### config.mk
export PLATFORM = sky130hd
export DESIGN_NAME = dtc_timer_unit
export DESIGN_NICKNAME = d
export VERILOG_FILES = /design/src/shared/dtc_pkg.sv /design/src/dtc_edge_sampler.sv /design/src/dtc_timer_unit.sv
export SDC_FILE = /design/constraint.sdc
export NUM_CORES = 1
export LEC_CHECK = 0
export BUFFER_PORTS_ARGS = -buffer_cell sky130_fd_sc_hd__buf_4
export CORE_MARGIN = 3
export CORE_UTILIZATION = 47
export CTS_CLUSTER_DIAMETER = 40
export DETAILED_ROUTE_END_ITERATION = 12
export PLACE_DENSITY_LB_ADDON = 0.3
export SETUP_SLACK_MARGIN = 0.3
export SLEW_MARGIN = 20
export SYNTH_ARGS = -nofsm -noshare
export SYNTH_HDL_FRONTEND = slang
export SYNTH_HIERARCHICAL = 1
export SYNTH_SLANG_ARGS = --single-unit
### constraint.sdc
create_clock -name clock -period 2.25 [get_ports clock]
set_input_delay 0.3375 -clock clock [delete_from_list [all_inputs] [get_ports clock]]
set_output_delay 0.3375 -clock clock [all_outputs]
set_load 0.005 [all_outputs]
### src/shared/dtc_pkg.sv
// Purpose: Shared constants and types for the dual timer/counter unit
// Assumes: 8-bit special-function register port, one core clock
// Notes:   Offsets are byte addresses on the register port
package dtc_pkg;
   // Register addresses
   localparam logic [7:0] ADDR_TIMER_CONTROL = 8'h88;
   localparam logic [7:0] ADDR_TIMER_MODE    = 8'h89;
   localparam logic [7:0] ADDR_T0_LOW        = 8'h8A;
   localparam logic [7:0] ADDR_T1_LOW        = 8'h8B;
   localparam logic [7:0] ADDR_T0_HIGH       = 8'h8C;
   localparam logic [7:0] ADDR_T1_HIGH       = 8'h8D;
   // Reset values
   localparam logic [7:0] RST_TIMER_CONTROL  = 8'h00;
   localparam logic [7:0] RST_TIMER_MODE     = 8'h00;
   localparam logic [7:0] RST_COUNT          = 8'h00;
   // Mode register fields
   localparam int MODE_T1_GATE   = 7;
   localparam int MODE_T1_SOURCE = 6;
   localparam int MODE_T1_SEL    = 4;
   localparam int MODE_T0_GATE   = 3;
   localparam int MODE_T0_SOURCE = 2;
   localparam int MODE_T0_SEL    = 0;
   // Control register fields
   localparam int CTRL_T1_FLAG = 7;
   localparam int CTRL_T1_RUN  = 6;
   localparam int CTRL_T0_FLAG = 5;
   localparam int CTRL_T0_RUN  = 4;
   // Prescaler width in mode 00
   localparam int PRESCALE_BITS = 5;

   typedef enum logic [1:0] {
      MODE_PRESCALED,
      MODE_CASCADE16,
      MODE_AUTORELOAD,
      MODE_SPLIT
   } dtc_mode_e;

   typedef struct packed {
      logic [7:0] high;
      logic [7:0] low;
   } dtc_count_s;

   typedef struct packed {
      logic       write;
      logic [7:0] addr;
      logic [7:0] data;
   } dtc_write_s;
endpackage

### src/dtc_edge_sampler.sv
// Purpose: Synchronises one pin and flags a sampled falling edge
// Assumes: Pin level held at least one core clock period
// Notes:   Two sync stages, then a third sample for the edge compare
`timescale 1ns/100ps
`default_nettype none
module dtc_edge_sampler
   import dtc_pkg::*;
(
   // Clock and reset
   input  wire logic clock,
   input  wire logic resetSyncN,
   // Pin and result
   input  wire logic pinIn,
   output logic      pinLevel,
   output logic      fallPulse
);
   typedef struct packed {
      logic meta;
      logic sync;
      logic prev;
   } dtc_sampler_s;

   dtc_sampler_s state_q;
   dtc_sampler_s state_d;

   always_comb begin
      state_d      = state_q;
      state_d.meta = pinIn;
      state_d.sync = state_q.meta;
      state_d.prev = state_q.sync;
   end

   always_ff @(posedge clock or negedge resetSyncN) begin
      if (!resetSyncN) begin
         state_q <= 3'b111;
      end else begin
         state_q <= state_d;
      end
   end

   assign pinLevel  = state_q.sync;
   assign fallPulse = state_q.prev & ~state_q.sync;

   AST_EDGE_SOURCE: assert property (@(posedge clock) disable iff (!resetSyncN)
      fallPulse |-> $past(pinIn, 3) && !$past(pinIn, 2))
      else $error("fall flagged without high then low samples");
endmodule
`default_nettype wire

### src/dtc_timer_unit.sv
// Purpose: Two timer/counters with mode and control registers
// Assumes: Register port writes one byte per cycle; reads are combinational
// Notes:   Overflow flags clear on the interrupt acknowledge inputs
//
// Function
// - Timer function adds one to the low byte every core clock.
// - Counter function counts sampled high-then-low transitions on the count pin.
// - Recognising one falling edge takes two cycles; top rate is half clock.
// - Each timer has high and low bytes, separate or joined per mode.
// - Mode bit 7 gates timer 1 with its interrupt pin and run bit.
// - Mode bit 3 gates timer 0 with its interrupt pin and run bit.
// - Mode bit 6 picks timer 1 source: count pin edges or clock.
// - Mode bit 2 picks timer 0 source: count pin edges or clock.
// - Mode 00: high byte counts, low five bits prescale.
// - Mode 01: high and low bytes form one 16-bit counter.
// - Mode 10: low byte counts, reloads from high byte on overflow.
// - Mode 11 stops timer 1, holding its bytes.
// - Timer 0 mode 11: low byte counts under timer 0 controls.
// - Timer 0 mode 11: high byte counts clocks under timer 1 run/flag.
// - Timers count only while their run bit is set, except the timer 0 high byte in mode 11, which runs on the timer 1 run bit.
// - Overflow sets the flag, except timer 1 overflow while timer 0 is in mode 11; interrupt vectoring clears it.
`timescale 1ns/100ps
`default_nettype none
module dtc_timer_unit
   import dtc_pkg::*;
(
   // Clock and reset
   input  wire logic       clock,
   input  wire logic       reset_n,
   // Register port
   input  wire dtc_write_s regWrite,
   input  wire logic [7:0] regReadAddr,
   output logic [7:0]      regReadData,
   // Pins
   input  wire logic       timer0CountPin,
   input  wire logic       timer1CountPin,
   input  wire logic       extIrq0Pin,
   input  wire logic       extIrq1Pin,
   // Interrupt vectoring
   input  wire logic       timer0Vector,
   input  wire logic       timer1Vector,
   output logic            timer0Overflow,
   output logic            timer1Overflow
);
   typedef struct packed {
      logic [7:0]  mode;
      logic [7:0]  control;
      dtc_count_s  t0;
      dtc_count_s  t1;
   } dtc_unit_s;

   dtc_unit_s state_q;
   dtc_unit_s state_d;
   logic [1:0] resetSync_q;
   logic      resetSyncN;
   logic      t0Fall;
   logic      t1Fall;
   logic      irq0Level;
   logic      irq1Level;

   ////////////////////////////////////////////////////////////////////
   // Reset release
   always_ff @(posedge clock or negedge reset_n) begin
      if (!reset_n) begin
         resetSync_q <= 2'b00;
      end else begin
         resetSync_q <= {resetSync_q[0], 1'b1};
      end
   end
   assign resetSyncN = resetSync_q[1];

   ////////////////////////////////////////////////////////////////////
   // Pin sampling
   // sync plus compare
   dtc_edge_sampler u_t0_pin (.clock(clock), .resetSyncN(resetSyncN), .pinIn(timer0CountPin),
                              .pinLevel(), .fallPulse(t0Fall));
   dtc_edge_sampler u_t1_pin (.clock(clock), .resetSyncN(resetSyncN), .pinIn(timer1CountPin),
                              .pinLevel(), .fallPulse(t1Fall));
   dtc_edge_sampler u_irq0_pin (.clock(clock), .resetSyncN(resetSyncN), .pinIn(extIrq0Pin),
                                .pinLevel(irq0Level), .fallPulse());
   dtc_edge_sampler u_irq1_pin (.clock(clock), .resetSyncN(resetSyncN), .pinIn(extIrq1Pin),
                                .pinLevel(irq1Level), .fallPulse());

   ////////////////////////////////////////////////////////////////////
   // Count logic
   dtc_mode_e  mode0;
   dtc_mode_e  mode1;
   logic       tick0;
   logic       tick1;
   logic       tickSplit;
   logic       ovf0;
   logic       ovf1;
   logic       ovfSplit;
   logic [8:0] low0Sum;
   logic [8:0] high0Sum;
   logic [8:0] low1Sum;
   logic [8:0] high1Sum;

   always_comb begin
      mode0 = dtc_mode_e'(state_q.mode[MODE_T0_SEL +: 2]);
      mode1 = dtc_mode_e'(state_q.mode[MODE_T1_SEL +: 2]);
      tick0 = state_q.control[CTRL_T0_RUN]
            & (~state_q.mode[MODE_T0_GATE] | irq0Level)
            & (state_q.mode[MODE_T0_SOURCE] ? t0Fall : 1'b1);
      tick1 = state_q.control[CTRL_T1_RUN]
            & (~state_q.mode[MODE_T1_GATE] | irq1Level)
            & (state_q.mode[MODE_T1_SOURCE] ? t1Fall : 1'b1);
      tickSplit = state_q.control[CTRL_T1_RUN];
   end

   always_comb begin
      state_d  = state_q;
      ovf0     = 1'b0;
      ovf1     = 1'b0;
      ovfSplit = 1'b0;
      low0Sum  = {1'b0, state_q.t0.low} + 9'h001;
      high0Sum = {1'b0, state_q.t0.high} + 9'h001;
      low1Sum  = {1'b0, state_q.t1.low} + 9'h001;
      high1Sum = {1'b0, state_q.t1.high} + 9'h001;

      if (tick0) begin
         case (mode0)
            MODE_PRESCALED: begin
               state_d.t0.low = {3'b000, low0Sum[PRESCALE_BITS-1:0]};
               if (low0Sum[PRESCALE_BITS]) begin
                  state_d.t0.high = high0Sum[7:0];
                  ovf0            = high0Sum[8];
               end
            end
            MODE_CASCADE16: begin
               state_d.t0.low = low0Sum[7:0];
               if (low0Sum[8]) begin
                  state_d.t0.high = high0Sum[7:0];
                  ovf0            = high0Sum[8];
               end
            end
            MODE_AUTORELOAD: begin
               state_d.t0.low = low0Sum[8] ? state_q.t0.high : low0Sum[7:0];
               ovf0           = low0Sum[8];
            end
            MODE_SPLIT: begin
               state_d.t0.low = low0Sum[7:0];
               ovf0           = low0Sum[8];
            end
            default: ovf0 = 1'b0;
         endcase
      end

      if (mode0 == MODE_SPLIT && tickSplit) begin
         state_d.t0.high = high0Sum[7:0];
         ovfSplit        = high0Sum[8];
      end

      if (tick1) begin
         case (mode1)
            MODE_PRESCALED: begin
               state_d.t1.low = {3'b000, low1Sum[PRESCALE_BITS-1:0]};
               if (low1Sum[PRESCALE_BITS]) begin
                  state_d.t1.high = high1Sum[7:0];
                  ovf1            = high1Sum[8];
               end
            end
            MODE_CASCADE16: begin
               state_d.t1.low = low1Sum[7:0];
               if (low1Sum[8]) begin
                  state_d.t1.high = high1Sum[7:0];
                  ovf1            = high1Sum[8];
               end
            end
            MODE_AUTORELOAD: begin
               state_d.t1.low = low1Sum[8] ? state_q.t1.high : low1Sum[7:0];
               ovf1           = low1Sum[8];
            end
            MODE_SPLIT: begin
               ovf1 = 1'b0;
            end
            default: ovf1 = 1'b0;
         endcase
      end

      // Software writes, counting loses to them
      if (regWrite.write) begin
         case (regWrite.addr)
            ADDR_TIMER_MODE:    state_d.mode    = regWrite.data;
            ADDR_TIMER_CONTROL: state_d.control = regWrite.data;
            ADDR_T0_LOW:        state_d.t0.low  = regWrite.data;
            ADDR_T0_HIGH:       state_d.t0.high = regWrite.data;
            ADDR_T1_LOW:        state_d.t1.low  = regWrite.data;
            ADDR_T1_HIGH:       state_d.t1.high = regWrite.data;
            default:            state_d.mode    = state_q.mode;
         endcase
      end

      if (timer0Vector) begin
         state_d.control[CTRL_T0_FLAG] = 1'b0;
      end
      if (timer1Vector) begin
         state_d.control[CTRL_T1_FLAG] = 1'b0;
      end
      if (ovf0) begin
         state_d.control[CTRL_T0_FLAG] = 1'b1;
      end
      if ((ovf1 && mode0 != MODE_SPLIT) || ovfSplit) begin
         state_d.control[CTRL_T1_FLAG] = 1'b1;
      end
   end

   always_ff @(posedge clock or negedge resetSyncN) begin
      if (!resetSyncN) begin
         state_q.mode    <= RST_TIMER_MODE;
         state_q.control <= RST_TIMER_CONTROL;
         state_q.t0      <= {RST_COUNT, RST_COUNT};
         state_q.t1      <= {RST_COUNT, RST_COUNT};
      end else begin
         state_q.mode    <= state_d.mode;
         state_q.control <= state_d.control;
         state_q.t0      <= state_d.t0;
         state_q.t1      <= state_d.t1;
      end
   end

   ////////////////////////////////////////////////////////////////////
   // Read side
   always_comb begin
      case (regReadAddr)
         ADDR_TIMER_MODE:    regReadData = state_q.mode;
         ADDR_TIMER_CONTROL: regReadData = state_q.control;
         ADDR_T0_LOW:        regReadData = state_q.t0.low;
         ADDR_T0_HIGH:       regReadData = state_q.t0.high;
         ADDR_T1_LOW:        regReadData = state_q.t1.low;
         ADDR_T1_HIGH:       regReadData = state_q.t1.high;
         default:            regReadData = 8'h00;
      endcase
   end

   assign timer0Overflow = state_q.control[CTRL_T0_FLAG];
   assign timer1Overflow = state_q.control[CTRL_T1_FLAG];

   ////////////////////////////////////////////////////////////////////
   // Checks
   AST_T0_TIMER_STEP: assert property (@(posedge clock) disable iff (!resetSyncN)
      (tick0 && mode0 == MODE_CASCADE16 && !state_q.mode[MODE_T0_SOURCE]
       && !regWrite.write)
      |=> state_q.t0.low == $past(state_q.t0.low) + 8'h01)
      else $error("timer 0 low byte did not step");
   AST_T0_PIN_EDGE: assert property (@(posedge clock) disable iff (!resetSyncN)
      (state_q.mode[MODE_T0_SOURCE] && tick0) |-> t0Fall)
      else $error("timer 0 counted without pin edge");
   AST_EDGE_SPACING: assert property (@(posedge clock) disable iff (!resetSyncN)
      t0Fall |=> !t0Fall)
      else $error("two edges in back to back cycles");
   AST_T1_GATE: assert property (@(posedge clock) disable iff (!resetSyncN)
      (state_q.mode[MODE_T1_GATE] && !irq1Level) |-> !tick1)
      else $error("timer 1 counted with gate low");
   AST_T0_GATE: assert property (@(posedge clock) disable iff (!resetSyncN)
      (state_q.mode[MODE_T0_GATE] && !irq0Level) |-> !tick0)
      else $error("timer 0 counted with gate low");
   AST_PRESCALE: assert property (@(posedge clock) disable iff (!resetSyncN)
      (tick0 && mode0 == MODE_PRESCALED && !regWrite.write)
      |=> state_q.t0.low[7:5] == 3'b000)
      else $error("prescaler wider than five bits");
   AST_RELOAD: assert property (@(posedge clock) disable iff (!resetSyncN)
      (tick0 && mode0 == MODE_AUTORELOAD && state_q.t0.low == 8'hFF && !regWrite.write)
      |=> state_q.t0.low == $past(state_q.t0.high))
      else $error("autoreload value wrong");
   AST_T1_HOLD: assert property (@(posedge clock) disable iff (!resetSyncN)
      (mode1 == MODE_SPLIT && !regWrite.write) |=> $stable(state_q.t1))
      else $error("timer 1 moved in mode 11");
   AST_RUN_OFF: assert property (@(posedge clock) disable iff (!resetSyncN)
      (!state_q.control[CTRL_T0_RUN] && !regWrite.write) |=> $stable(state_q.t0.low))
      else $error("timer 0 moved with run clear");
   AST_FLAG_SET: assert property (@(posedge clock) disable iff (!resetSyncN)
      ovf0 |=> timer0Overflow)
      else $error("timer 0 overflow flag not set");
   AST_SPLIT_FLAG: assert property (@(posedge clock) disable iff (!resetSyncN)
      (mode0 == MODE_SPLIT && !ovfSplit && !timer1Overflow && !regWrite.write)
      |=> !timer1Overflow)
      else $error("timer 1 set its flag in split mode");
endmodule
`default_nettype wire

# --- Word-level counts from Yosys, hierarchy flattened ---
# Cells that the tools add are included.
# Widths: inputs -> output; s select.
totals:
  word_cells: 104
  regBits: 60
  output_inout_bits: 10
op_classes:
  n_bitwise: 12
  n_addsub: 4
  reduce_logical: 15
  muxes: 35
  n_eq_ne: 19
ops:
  columns: ["cell", "n"]
  rows:
  - ["$eq 8x8->1 const B", 12]
  - ["$mux 8", 12]
  - ["$pmux 8 s3", 2]
  - ["$pmux 8 s6", 1]
  - ["$mux 40", 1]
  - ["$add 8x1->9 const B", 4]
  - ["$mux 16", 2]
  - ["$pmux 8 s2", 2]
  - ["$mux 1", 13]
  - ["$reduce_bool 3->1", 4]
  - ["$eq 2x2->1 const B", 4]
  - ["$reduce_and 2->1", 4]
  - ["$and 1x1->1", 6]
  - ["$eq 2x1->1 const B", 2]
  - ["$logic_not 2->1", 2]
  - ["$not 1->1", 4]
  - ["$pmux 1 s4", 1]
  - ["$reduce_or 2->1", 2]
  - ["$pmux 1 s3", 1]
  - ["$logic_and 1x1->1", 2]
  - ["$ne 2x2->1 const B", 1]
  - ["$or 1x1->1", 2]
  - ["$logic_or 1x1->1", 1]

# --- Longest topological paths before layout ---
# Gate-level depths: netlist of the first run.
depth:
  depth_word: 10
  mapped_depth: 8

# --- Cells and area by module ---
# Netlist of the first run, hierarchy kept.
by_module_without_submodules:
  columns: ["module", "cells_each", "seq_area_each_um2", "area_per_inst_um2", "instances"]
  rows:
  - ["dtc_timer_unit", 372, 1251.2, 3443.3, 1]
  - ["dtc_edge_sampler", 4, 78.8, 92.6, 4]

# --- Worst setup path after synthesis of the first run ---
# Ideal clock, no wire load.
synth_path:
  kind: "register to register"
  start: "reg state_q[16] (netlist name)"
  end: "reg state_q[31] (netlist name)"
  path_stages_with_launch: 7
  slack_ns: 0.222
  arrival_ns: 1.947
  setup_time_ns: 0.082
  required_ns: 2.168
  cell_sequence: "dfrtp_1 nand2_2 or3_4 a2111oi_4 nor2_2 or3_1 a31oi_1"
synth_rtl:
  columns: ["element", "line_no", "text"]
  rows:
  - ["start: declaration", "dtc_timer_unit.sv:52", "dtc_unit_s state_q;"]

==> flow_summary_export.csv, run 1 <==
group,metric,value,unit
grt,grt_max_degree,40,
sta,hold_viol,0,
die,start_util,49.87,%
hold_path,hp-class,"primary input to flop",
sta,finClkSkew,0.006794,ns
cts,insertion_delay,0.34,ns
power,power_leakage,2.148,nW
sta,rsz0062_at_grt,"true",
routing,drt_first_pass_iters,5,
layout,syn_to_final_growth,30.50,%
worst_setup_path,path_class,"flop to flop",
worst_setup_path,r2r-start,"state_q[20]",
routing,wirelength,11.09,mm
routing,ant_nets,0,
layout,fin_util,65.08,%
routing,drc_errors,0,
die,die-area,9049,sq um
sta,slew_viol_final,0,
layout,nets,506,
power,ir_drop,0.4474,mV
sta,fin_setup_tns,0,ns
placement,post-dp-hpwl,7.743,mm
sta,fin_crit_sh,88.65,%
worst_setup_path,path_max_fanout,3,
status,outcome,"completed",
grt,grt_pass1_vias,3401,
cts,ctsHtreeMaxLevel,3,
worst_setup_path,crit_chain,"nand3_2 -> or3_4 -> a2111oi_4 -> buf_4 -> nor2_2 -> or3_1 -> a31oi_1",
cts,cts_buffer_depth,2,
placement,gp_congestion,0.8885,
worst_setup_path,cp.arrival,2.26,ns
routing,via_per_inst,6.133,
cts,cts.sinks,60,
hold_path,min_from,"timer0CountPin",
routing,avgRoutedWirePerCell,19.39,um
sta,hold_ws,0.09404,ns
cts,cts_root_buf,"clkbuf_8",
logic_synthesis,ys_warn_count,6,
power,powerDensity,901.1,nW/um^2
cts,cts_tree,"done",
die,coreArea,7486,sq um
logic_synthesis,syn_area,3734,sq um
layout,n_antenna_cell,0,
logic_synthesis,synth.net_count,421,
cts,clkTransAtPathRegs,0.07,ns
die,dieHeight,95.13,um
die,io_pins,43,
cts,cts_made_buffers,9,
grt,grt_pass1_wl,17.28,mm
logic_synthesis,syn_avg_cell_area,9.723,sq um
worst_setup_path,cpPeakStageDelay,0.40,ns
layout,drive_gt1_share,39.75,%
worst_setup_path,crit_slowest_cell,"dfrtp_1",
die,row_count,31,
grt,grt_overflow,0,
worst_setup_path,end_kind,"flop",
logic_synthesis,synth_cells,384,
job,maxCapViolations,0,
die,fp.dieW,95.13,um
routing,vias,3508,
grt,grt_usage,25.16,%
worst_setup_path,crit_required,2.52,ns
sta,fmax,501.4,MHz
routing,drt_iter0_markers,216,
sta,setup_violations,0,
grt,antenna_found_initial,0,
worst_setup_path,startpoint_type,"flop",
worst_setup_path,crit_start,"state_q[20]",
sta,fin_crit,1.995,ns
placement,io_buffers,42,
==> worst paths after layout <==
check / to / slack (ns) / depth (start not counted)
min in group asynchronous: state_q[26] / 0.22 / 0
max in group asynchronous: u_irq1_pin/state_d[1] / 1.39 / 1
worst min-delay path: u_t0_pin/state_d[1] / 0.09 / 1
worst max register to register: state_q[31] / 0.26 / 7
worst max-delay path: state_q[31] / 0.26 / 7
worst min register to register: state_q[26] / 0.22 / 0
==> repair_timing <==
item / in CTS / in global routing
buffers inserted: 19 / 8
hold buffers: 1 / 0
pin swaps: 11 / 17
setup endpoints to repair: 19 / 33
hold endpoints to repair: 2 / 0
gates resized for setup: 33 / 31
==> flip-flops by register name, summed over array words and instances, names as in the netlist <==
signal,cells
u_t1_pin/state_d,1
u_t0_pin/state_d,1
mode0,2
resetSync_q,2
u_t0_pin/pinLevel,1
u_irq0_pin/pinLevel,1
u_irq0_pin/state_d,1
timer0Overflow,1
u_t1_pin/pinLevel,1
u_irq1_pin/state_d,1
u_t0_pin/state_q,1
u_irq1_pin/pinLevel,1
u_t1_pin/state_q,1
timer1Overflow,1
mode1,2
state_q,42
==> placed cells by master, fill, tap and decap left out, drive strengths merged, types with 6 or more instances in the layout <==
cell type and instances:
buf 90, dfrtp 50, nor2 34, nand2 31, a21oi 24, o21ai 22, mux2i 17, inv 17
mux2 16, clkbuf 12, nor3 11, xor2 10, dfstp 10, and3 9, nand3 9, o22ai 9
mux4 8, nand4 6, a22oi 6, a21o 6, nand2b 6, xnor2 6
==> layer usage <==
| metal | vias up | share of wire [%] | GRT usage [%] |
|---|---|---|---|
| met5 | - | 0 | 0 |
| met4 | 0 | 4.1 | 12.86 |
| met3 | 41 | 7.6 | 3.867 |
| met2 | 199 | 47 | 39.07 |
| met1 | 1664 | 41 | 34.08 |
| li1 | 1604 | - | - |
==> report_power, final <==
part	switching (W)	leakage, nW	internal (W)	total [W]
logic	0.000888	1.39	0.000936	0.00182
clock network	0.000408	0.0860	0.000418	0.000826
registers	0.000410	0.676	0.00133	0.00174
total	0.00170	2.15	0.00269	0.00439
==> critical path, delay by kind of cell (launching register included) <==
| kind | cells | cell delay (ns) |
|---|---|---|
| AND/OR/NAND/NOR | 4 | 0.85 |
| AO/OA/AOI/OAI | 2 | 0.49 |
| flip-flops | 1 | 0.40 |
| buffers and inverters | 1 | 0.17 |
==> layout make-up <==
class | count | area, sq um
clock inverters | 3 | 15.01
well taps | 99 | 123.9
clock buffers | 12 | 145.1
flip-flops and latches | 60 | 1528
fillers | 592 | 2614
repair buffers | 91 | 740.7
inverters | 17 | 63.81
multi-input cells | 290 | 2256
==> through the flow <==
stage	std cells	power (W)	setup slack, ns	area (sq um)
after floorplan	384	0.002595	0.2748	3741
after global placement	529	0.003079	0.1392	4297
after detailed placement	529	0.003141	0.07806	4297
after CTS	564	0.004176	0.2861	4692
after global routing	572	0.004648	0.1686	4872
final	572	0.004390	0.2555	4872
Note: power is estimated with default switching activity, not from simulation.
==> inputs of run 2 (changes only) <==
--- a/config.mk
+++ b/config.mk
@@ -11,7 +11,6 @@
 export CTS_CLUSTER_DIAMETER = 40
 export DETAILED_ROUTE_END_ITERATION = 12
 export PLACE_DENSITY_LB_ADDON = 0.3
-export SETUP_SLACK_MARGIN = 0.3
 export SLEW_MARGIN = 20
 export SYNTH_ARGS = -nofsm -noshare
 export SYNTH_HDL_FRONTEND = slang
==> run 2 against run 1 <==
Count of clock-buffer cells in the layout is 2 lower. Global-route usage rose by 0.19 points. Clock power rose by 12%. Clock skew rose by 0.0059 ns. Sequential power decreased by 3%. Highest routed layer unchanged. Fmax is 4.7% lower. Critical path depth stayed put. Sequential share of layout area increased by 2.2 points.
==> flow_summary_export.csv, run 2 (synthesis gave the netlist of run 1 again) <==
group,metric,value,unit
power,powerDensity,918.4,nW/um^2
placement,io_buffers,42,
routing,ant_nets,0,
worst_setup_path,startpoint_type,"flop",
die,coreArea,7486,sq um
layout,syn_to_final_growth,21.05,%
placement,dp_cells,537,
layout,largest_reg_flops,42,
cts,clkTransAtPathRegs,0.07,ns
die,io_pins,43,
grt,grt_max_degree,23,
placement,post-dp-hpwl,8.105,mm
layout,drive_gt1_share,28.35,%
sta,fin_crit_sh,93.06,%
layout,regMostFlops,"state_q",
grt,grt_overflow,0,
worst_setup_path,path_class,"flop to flop",
worst_setup_path,end_kind,"flop",
cts,cts_tree,"done",
layout,final_common_cell,"buf_4",
sta,rsz0062_at_grt,"false",
die,dieHeight,95.13,um
sta,fin_setup_tns,0,ns
cts,cts.sinks,60,
placement,gp_congestion,0.9042,
grt,antenna_found_initial,0,
power,power,0.004151,W
hold_path,hp-class,"primary input to flop",
cts,cts_buffer_depth,2,
cts,ctsHtreeMaxLevel,3,
routing,vias,3448,
cts,insertion_delay,0.35,ns
power,ir_drop,0.5438,mV
status,outcome,"completed",
sta,setup_violations,0,
cts,cts_root_buf,"clkbuf_8",
power,power_leakage,1.980,nW
routing,drt_first_pass_iters,5,
layout,nets,487,
grt,grt_pass1_vias,3256,
die,die-area,9049,sq um
sta,fin_crit,2.094,ns
sta,worst_pin_slew,0.5885,ns
routing,wirelength,10.66,mm
worst_setup_path,crit_required,2.53,ns
sta,hold_viol,0,
layout,fin_util,60.37,%
sta,finClkSkew,0.01268,ns
routing,drt_iter0_markers,377,
cts,cts_made_buffers,9,
sta,fmax,477.6,MHz
die,fp.dieW,95.13,um
routing,drc_errors,0,
worst_setup_path,cp.arrival,2.37,ns
sta,slew-limit-headroom,60.35,%
layout,fin_cells,554,
layout,layout_common_cells,"buf_4, dfrtp_1, nor2_1",
routing,via_per_inst,6.224,
die,row_count,31,
grt,grt_pass1_wl,17.17,mm
cts,post_cts_buffers,0,
job,maxCapViolations,0,
routing,avgRoutedWirePerCell,19.24,um
cts,cts-resized-gates,0,
layout,n_antenna_cell,0,
die,start_util,49.87,%
sta,slew_viol_final,0,
worst_setup_path,path_max_fanout,6,
grt,grt_usage,25.35,%
-- run 2: metrics by stage --
step	area (sq um)	hold WS (ns)	worst slack (ns)
after detailed placement	4327	0.1218	0.1227
final	4519	0.09067	0.1561
after floorplan	3734	0.04191	0.2216
after global placement	4327	0.1199	0.1679
after CTS	4519	0.08449	0.1215
after global routing	4519	0.08090	0.01771
-- run 2: final cells by class --
cell class                      instances  area (sq um)
Multi-Input combinational cell        290          2091
Timing Repair Buffer                   72         543.0
Inverter                               17         63.81
Clock inverter                          6         55.05
Sequential cell                        60          1515
Tap cell                               99         123.9
Fill cell                             639          2967
Clock buffer                           10         127.6
-- run 2: power breakdown --
group / internal, W / switching, W
Combinational: 0.000738 / 0.000807
Sequential: 0.00132 / 0.000359
Clock: 0.000501 / 0.000426
Total: 0.00256 / 0.00159
-- run 2: final timing paths --
| kind | slack (ns) | cells past startpoint | end | from |
|---|---|---|---|---|
| worst max-delay path | 0.16 | 7 | state_q[31] | u_t0_pin/state_q[0] |
| worst min-delay path | 0.09 | 1 | u_t1_pin/state_d[1] | timer1CountPin |
| worst max register to register | 0.16 | 7 | state_q[31] | u_t0_pin/state_q[0] |
| worst min register to register | 0.24 | 0 | mode1[0] | resetSync_q[1] |
| max in group asynchronous | 1.32 | 1 | u_t0_pin/state_q[0] | resetSync_q[1] |
| min in group asynchronous | 0.24 | 0 | mode1[0] | resetSync_q[1] |
-- run 2: timing repair --
item / 4_1_cts / 5_1_grt
hold buffers: 1 / 0
endpoints found under the hold margin: 2 / 0
setup endpoints to repair: 0 / 1
-- run 2: per-layer routing --
layer,track usage [%],share of wire [%],wire length (um),vias up
met5,0,0,0,-
met4,10.94,3.7,397,0
met3,4.183,8.8,943,35
met2,39.07,45,4776,197
met1,35.32,43,4540,1654
li1,-,-,-,1562
-- run 2: critical path: stages (launching register included) --
cell,delay (ns)
dfstp_2,0.53
nor2b_4,0.12
nand2b_1,0.12
nand3_1,0.14
a2111oi_4,0.52
nor2_2,0.09
or3_1,0.35
a31oi_1,0.16
==> inputs of run 3 (changes only) <==
--- a/config.mk
+++ b/config.mk
@@ -8,6 +8,7 @@
 export BUFFER_PORTS_ARGS = -buffer_cell sky130_fd_sc_hd__buf_4
 export CORE_MARGIN = 3
 export CORE_UTILIZATION = 47
+export CTS_BUF_LIST = sky130_fd_sc_hd__clkbuf_8 sky130_fd_sc_hd__clkbuf_16
 export CTS_CLUSTER_DIAMETER = 40
 export DETAILED_ROUTE_END_ITERATION = 12
 export PLACE_DENSITY_LB_ADDON = 0.3
==> constraint.sdc (replaced) <==
create_clock -name clock -period 1.78 [get_ports clock]
set_input_delay 0.267 -clock clock [delete_from_list [all_inputs] [get_ports clock]]
set_output_delay 0.267 -clock clock [all_outputs]
set_load 0.005 [all_outputs]
==> run 3 against run 2 <==
The run now ends with negative setup slack left. Combinational power is 110% higher. Clock power is 37% higher. Global-route usage is 3.6 points higher. Die area stayed put. Register-to-register slack worse by 0.44 ns. Count of clock-buffer cells in the layout stayed put. Worst setup slack worse by 0.44 ns. Fmax is 1.6% higher. First-iteration DRC count is 11% lower. Cell area is 23% higher. Critical path type unchanged. Largest power group is now combinational cells.
==> flow_summary_export.csv, run 3 (synthesis gave the netlist of run 1 again) <==
group,metric,value,unit
sta,slew_viol_final,0,
worst_setup_path,r2r-start,"state_q[19]",
placement,dp_cells,576,
power,powerDensity,1185,nW/um^2
grt,grt_pass1_wl,19.65,mm
power,clockPowerShare,19.3,%
cts,clkTransAtPathRegs,0.08,ns
placement,gp_congestion,0.9709,
die,row_count,31,
cts,insertion_delay,0.35,ns
die,fp.dieW,95.13,um
worst_setup_path,path_max_fanout,6,
grt,grt_overflow,0,
worst_setup_path,path_delay_family,"simple AND/OR/NAND/NOR gates",
sta,fmax,485.2,MHz
hold_path,whs_path_depth,1,
sta,rsz0062_at_grt,"true",
worst_setup_path,critical_path_depth,7,
placement,pre_cts_ws,-0.2512,ns
worst_setup_path,crit_buf_inv,1,
routing,avgRoutedWirePerCell,20.86,um
power,switchingPower,0.002575,W
die,dieHeight,95.13,um
placement,io_buffers,42,
layout,final_common_cell,"buf_4",
cts,cts_made_buffers,9,
routing,via_per_inst,6.251,
worst_setup_path,reg2reg_slack,-0.28,ns
worst_setup_path,crit_slowest_cell,"or3_4",
cts,cts_root_buf,"clkbuf_8",
sta,finClkSkew,0.01251,ns
layout,regMostFlops,"state_q",
routing,ant_nets,0,
worst_setup_path,ff2ff_path_depth,7,
layout,drive_gt1_share,51.34,%
die,start_util,49.87,%
worst_setup_path,cp.arrival,2.32,ns
power,power_leakage,2.425,nW
worst_setup_path,crit_start,"state_q[19]",
die,coreArea,7486,sq um
worst_setup_path,rr_endpoint,"state_q[31]",
layout,nets,554,
placement,post-dp-hpwl,8.591,mm
worst_setup_path,crit_chain,"nand3_2 -> or3_4 -> a2111oi_4 -> buf_6 -> nor2_2 -> or3_1 -> a31oi_1",
layout,layout_common_cells,"buf_4, dfrtp_1, nor2_1",
routing,drt_first_pass_iters,5,
sta,fin_crit,2.061,ns
grt,grt_max_degree,59,
hold_path,min_from,"timer1CountPin",
routing,drt_iter0_markers,334,
power,p_int,0.004019,W
status,outcome,"finished with violations",
sta,hold_viol,0,
worst_setup_path,path_class,"flop to flop",
hold_path,hp-class,"primary input to flop",
cts,cts_tree,"done",
cts,cts_buffer_depth,2,
routing,vias,3882,
layout,fill_cells,505,
die,die-area,9049,sq um
layout,largest_reg_flops,42,
die,io_pins,43,
worst_setup_path,end_kind,"flop",
sta,layout_setup_ws,-0.2809,ns
worst_setup_path,startpoint_type,"flop",
sta,fin_setup_tns,-2.663,ns
hold_path,whs_endpoint,"u_t1_pin/state_d[1]",
power,ir_drop,0.7514,mV
sta,setup_violations,29,
cts,ctsHtreeMaxLevel,3,
worst_setup_path,cpPeakStageDelay,0.40,ns
sta,fin_crit_sh,115.8,%
job,maxCapViolations,0,
cts,cts.sinks,60,
layout,n_antenna_cell,0,
routing,drc_errors,0,
grt,grt_usage,28.90,%
grt,antenna_found_initial,0,
worst_setup_path,crit_required,2.03,ns
power,switching_share,39.05,%
routing,wirelength,12.96,mm
grt,grt_pass1_vias,3939,
layout,fin_cells,621,
power,seqPwrFrac,30.8,%
status,failed_checks,"negative setup slack",
layout,syn_to_final_growth,49.03,%
power,pwr-share-comb,49.9,%
==> run 3: cell types whose count changed in the layout (fill, tap and decap cells not counted), moves of 7 or more <==
cell / before / now
mux2_4: 0 / 11
mux2_2: 16 / 5
buf_4: 71 / 114
nand2_1: 30 / 21
inv_1: 17 / 9
buf_6: 0 / 22
o21ai_0: 22 / 13
o22ai_1: 9 / 2
inv_2: 0 / 8
==> run 3: per-layer routing <==
metal	global-route usage, %	wire (um)
met1	35.78	5137
met2	48.22	6210
met3	5.209	1079
met4	14.66	530
met5	0	0
==> run 3: power by group through the flow <==
stage / Combinational [W] / Sequential, W / Clock [W]
floorplan: 0.00134 / 0.00201 / 0
global placement: 0.00228 / 0.00199 / 0
detailed placement: 0.00236 / 0.00201 / 0
CTS: 0.00287 / 0.00199 / 0.00128
global route: 0.00352 / 0.00205 / 0.00135
finish: 0.00329 / 0.00203 / 0.00127
==> run 3: worst reg2reg max path, cell delays in order, from the launching register on <==
cell       delay (ns)
dfrtp_1          0.39
nand3_2          0.11
or3_4            0.40
a2111oi_4        0.32
buf_6            0.18
nor2_2           0.05
or3_1            0.32
a31oi_1          0.19
==> run 3: what timing repair did <==
action                     CTS  global route
hold buffers                 1             0
buffers inserted            22             8
cloned                       0             0
setup endpoints to repair   30            40
resized for setup           57            51
pin swaps                   18            37
hold endpoints to repair     2             0
==> run 3: per-stage QoR <==
| step | total power (W) | hold WS, ns | area (sq um) | utilization, % |
|---|---|---|---|---|
| 2_1_floorplan | 0.003351 | -0.02859 | 3854 | - |
| 3_3_place_gp | 0.004272 | 0.04921 | 4752 | 63.48 |
| 3_5_place_dp | 0.004372 | 0.05071 | 4752 | 63.48 |
| 4_1_cts | 0.006139 | 0.006844 | 5311 | 70.95 |
| 5_1_grt | 0.006924 | -0.0007393 | 5564 | 74.33 |
| 6_report | 0.006595 | 0.01420 | 5564 | 74.33 |
==> run 3: how the worst max path moves through the flow <==
stage	endpoint	slack, ns
4_1_cts	regReadData[1]	-0.23
2_1_floorplan	state_q[31]	-0.15
3_5_place_dp	state_q[31]	-0.25
3_3_place_gp	state_q[31]	-0.18
6_report	state_q[31]	-0.28
5_1_grt	state_q[31]	-0.31
==> run 3: final cells by class <==
cell class	count	area [sq um]	share of cell area, %
multi-input combinational	290	2500	44.93
tap	99	123.9	2.226
sequential	60	1521	27.34
clock inverter	6	63.81	1.147
timing repair buffer	139	1154	20.73
inverter	17	63.81	1.147
clock buffer	10	137.6	2.474
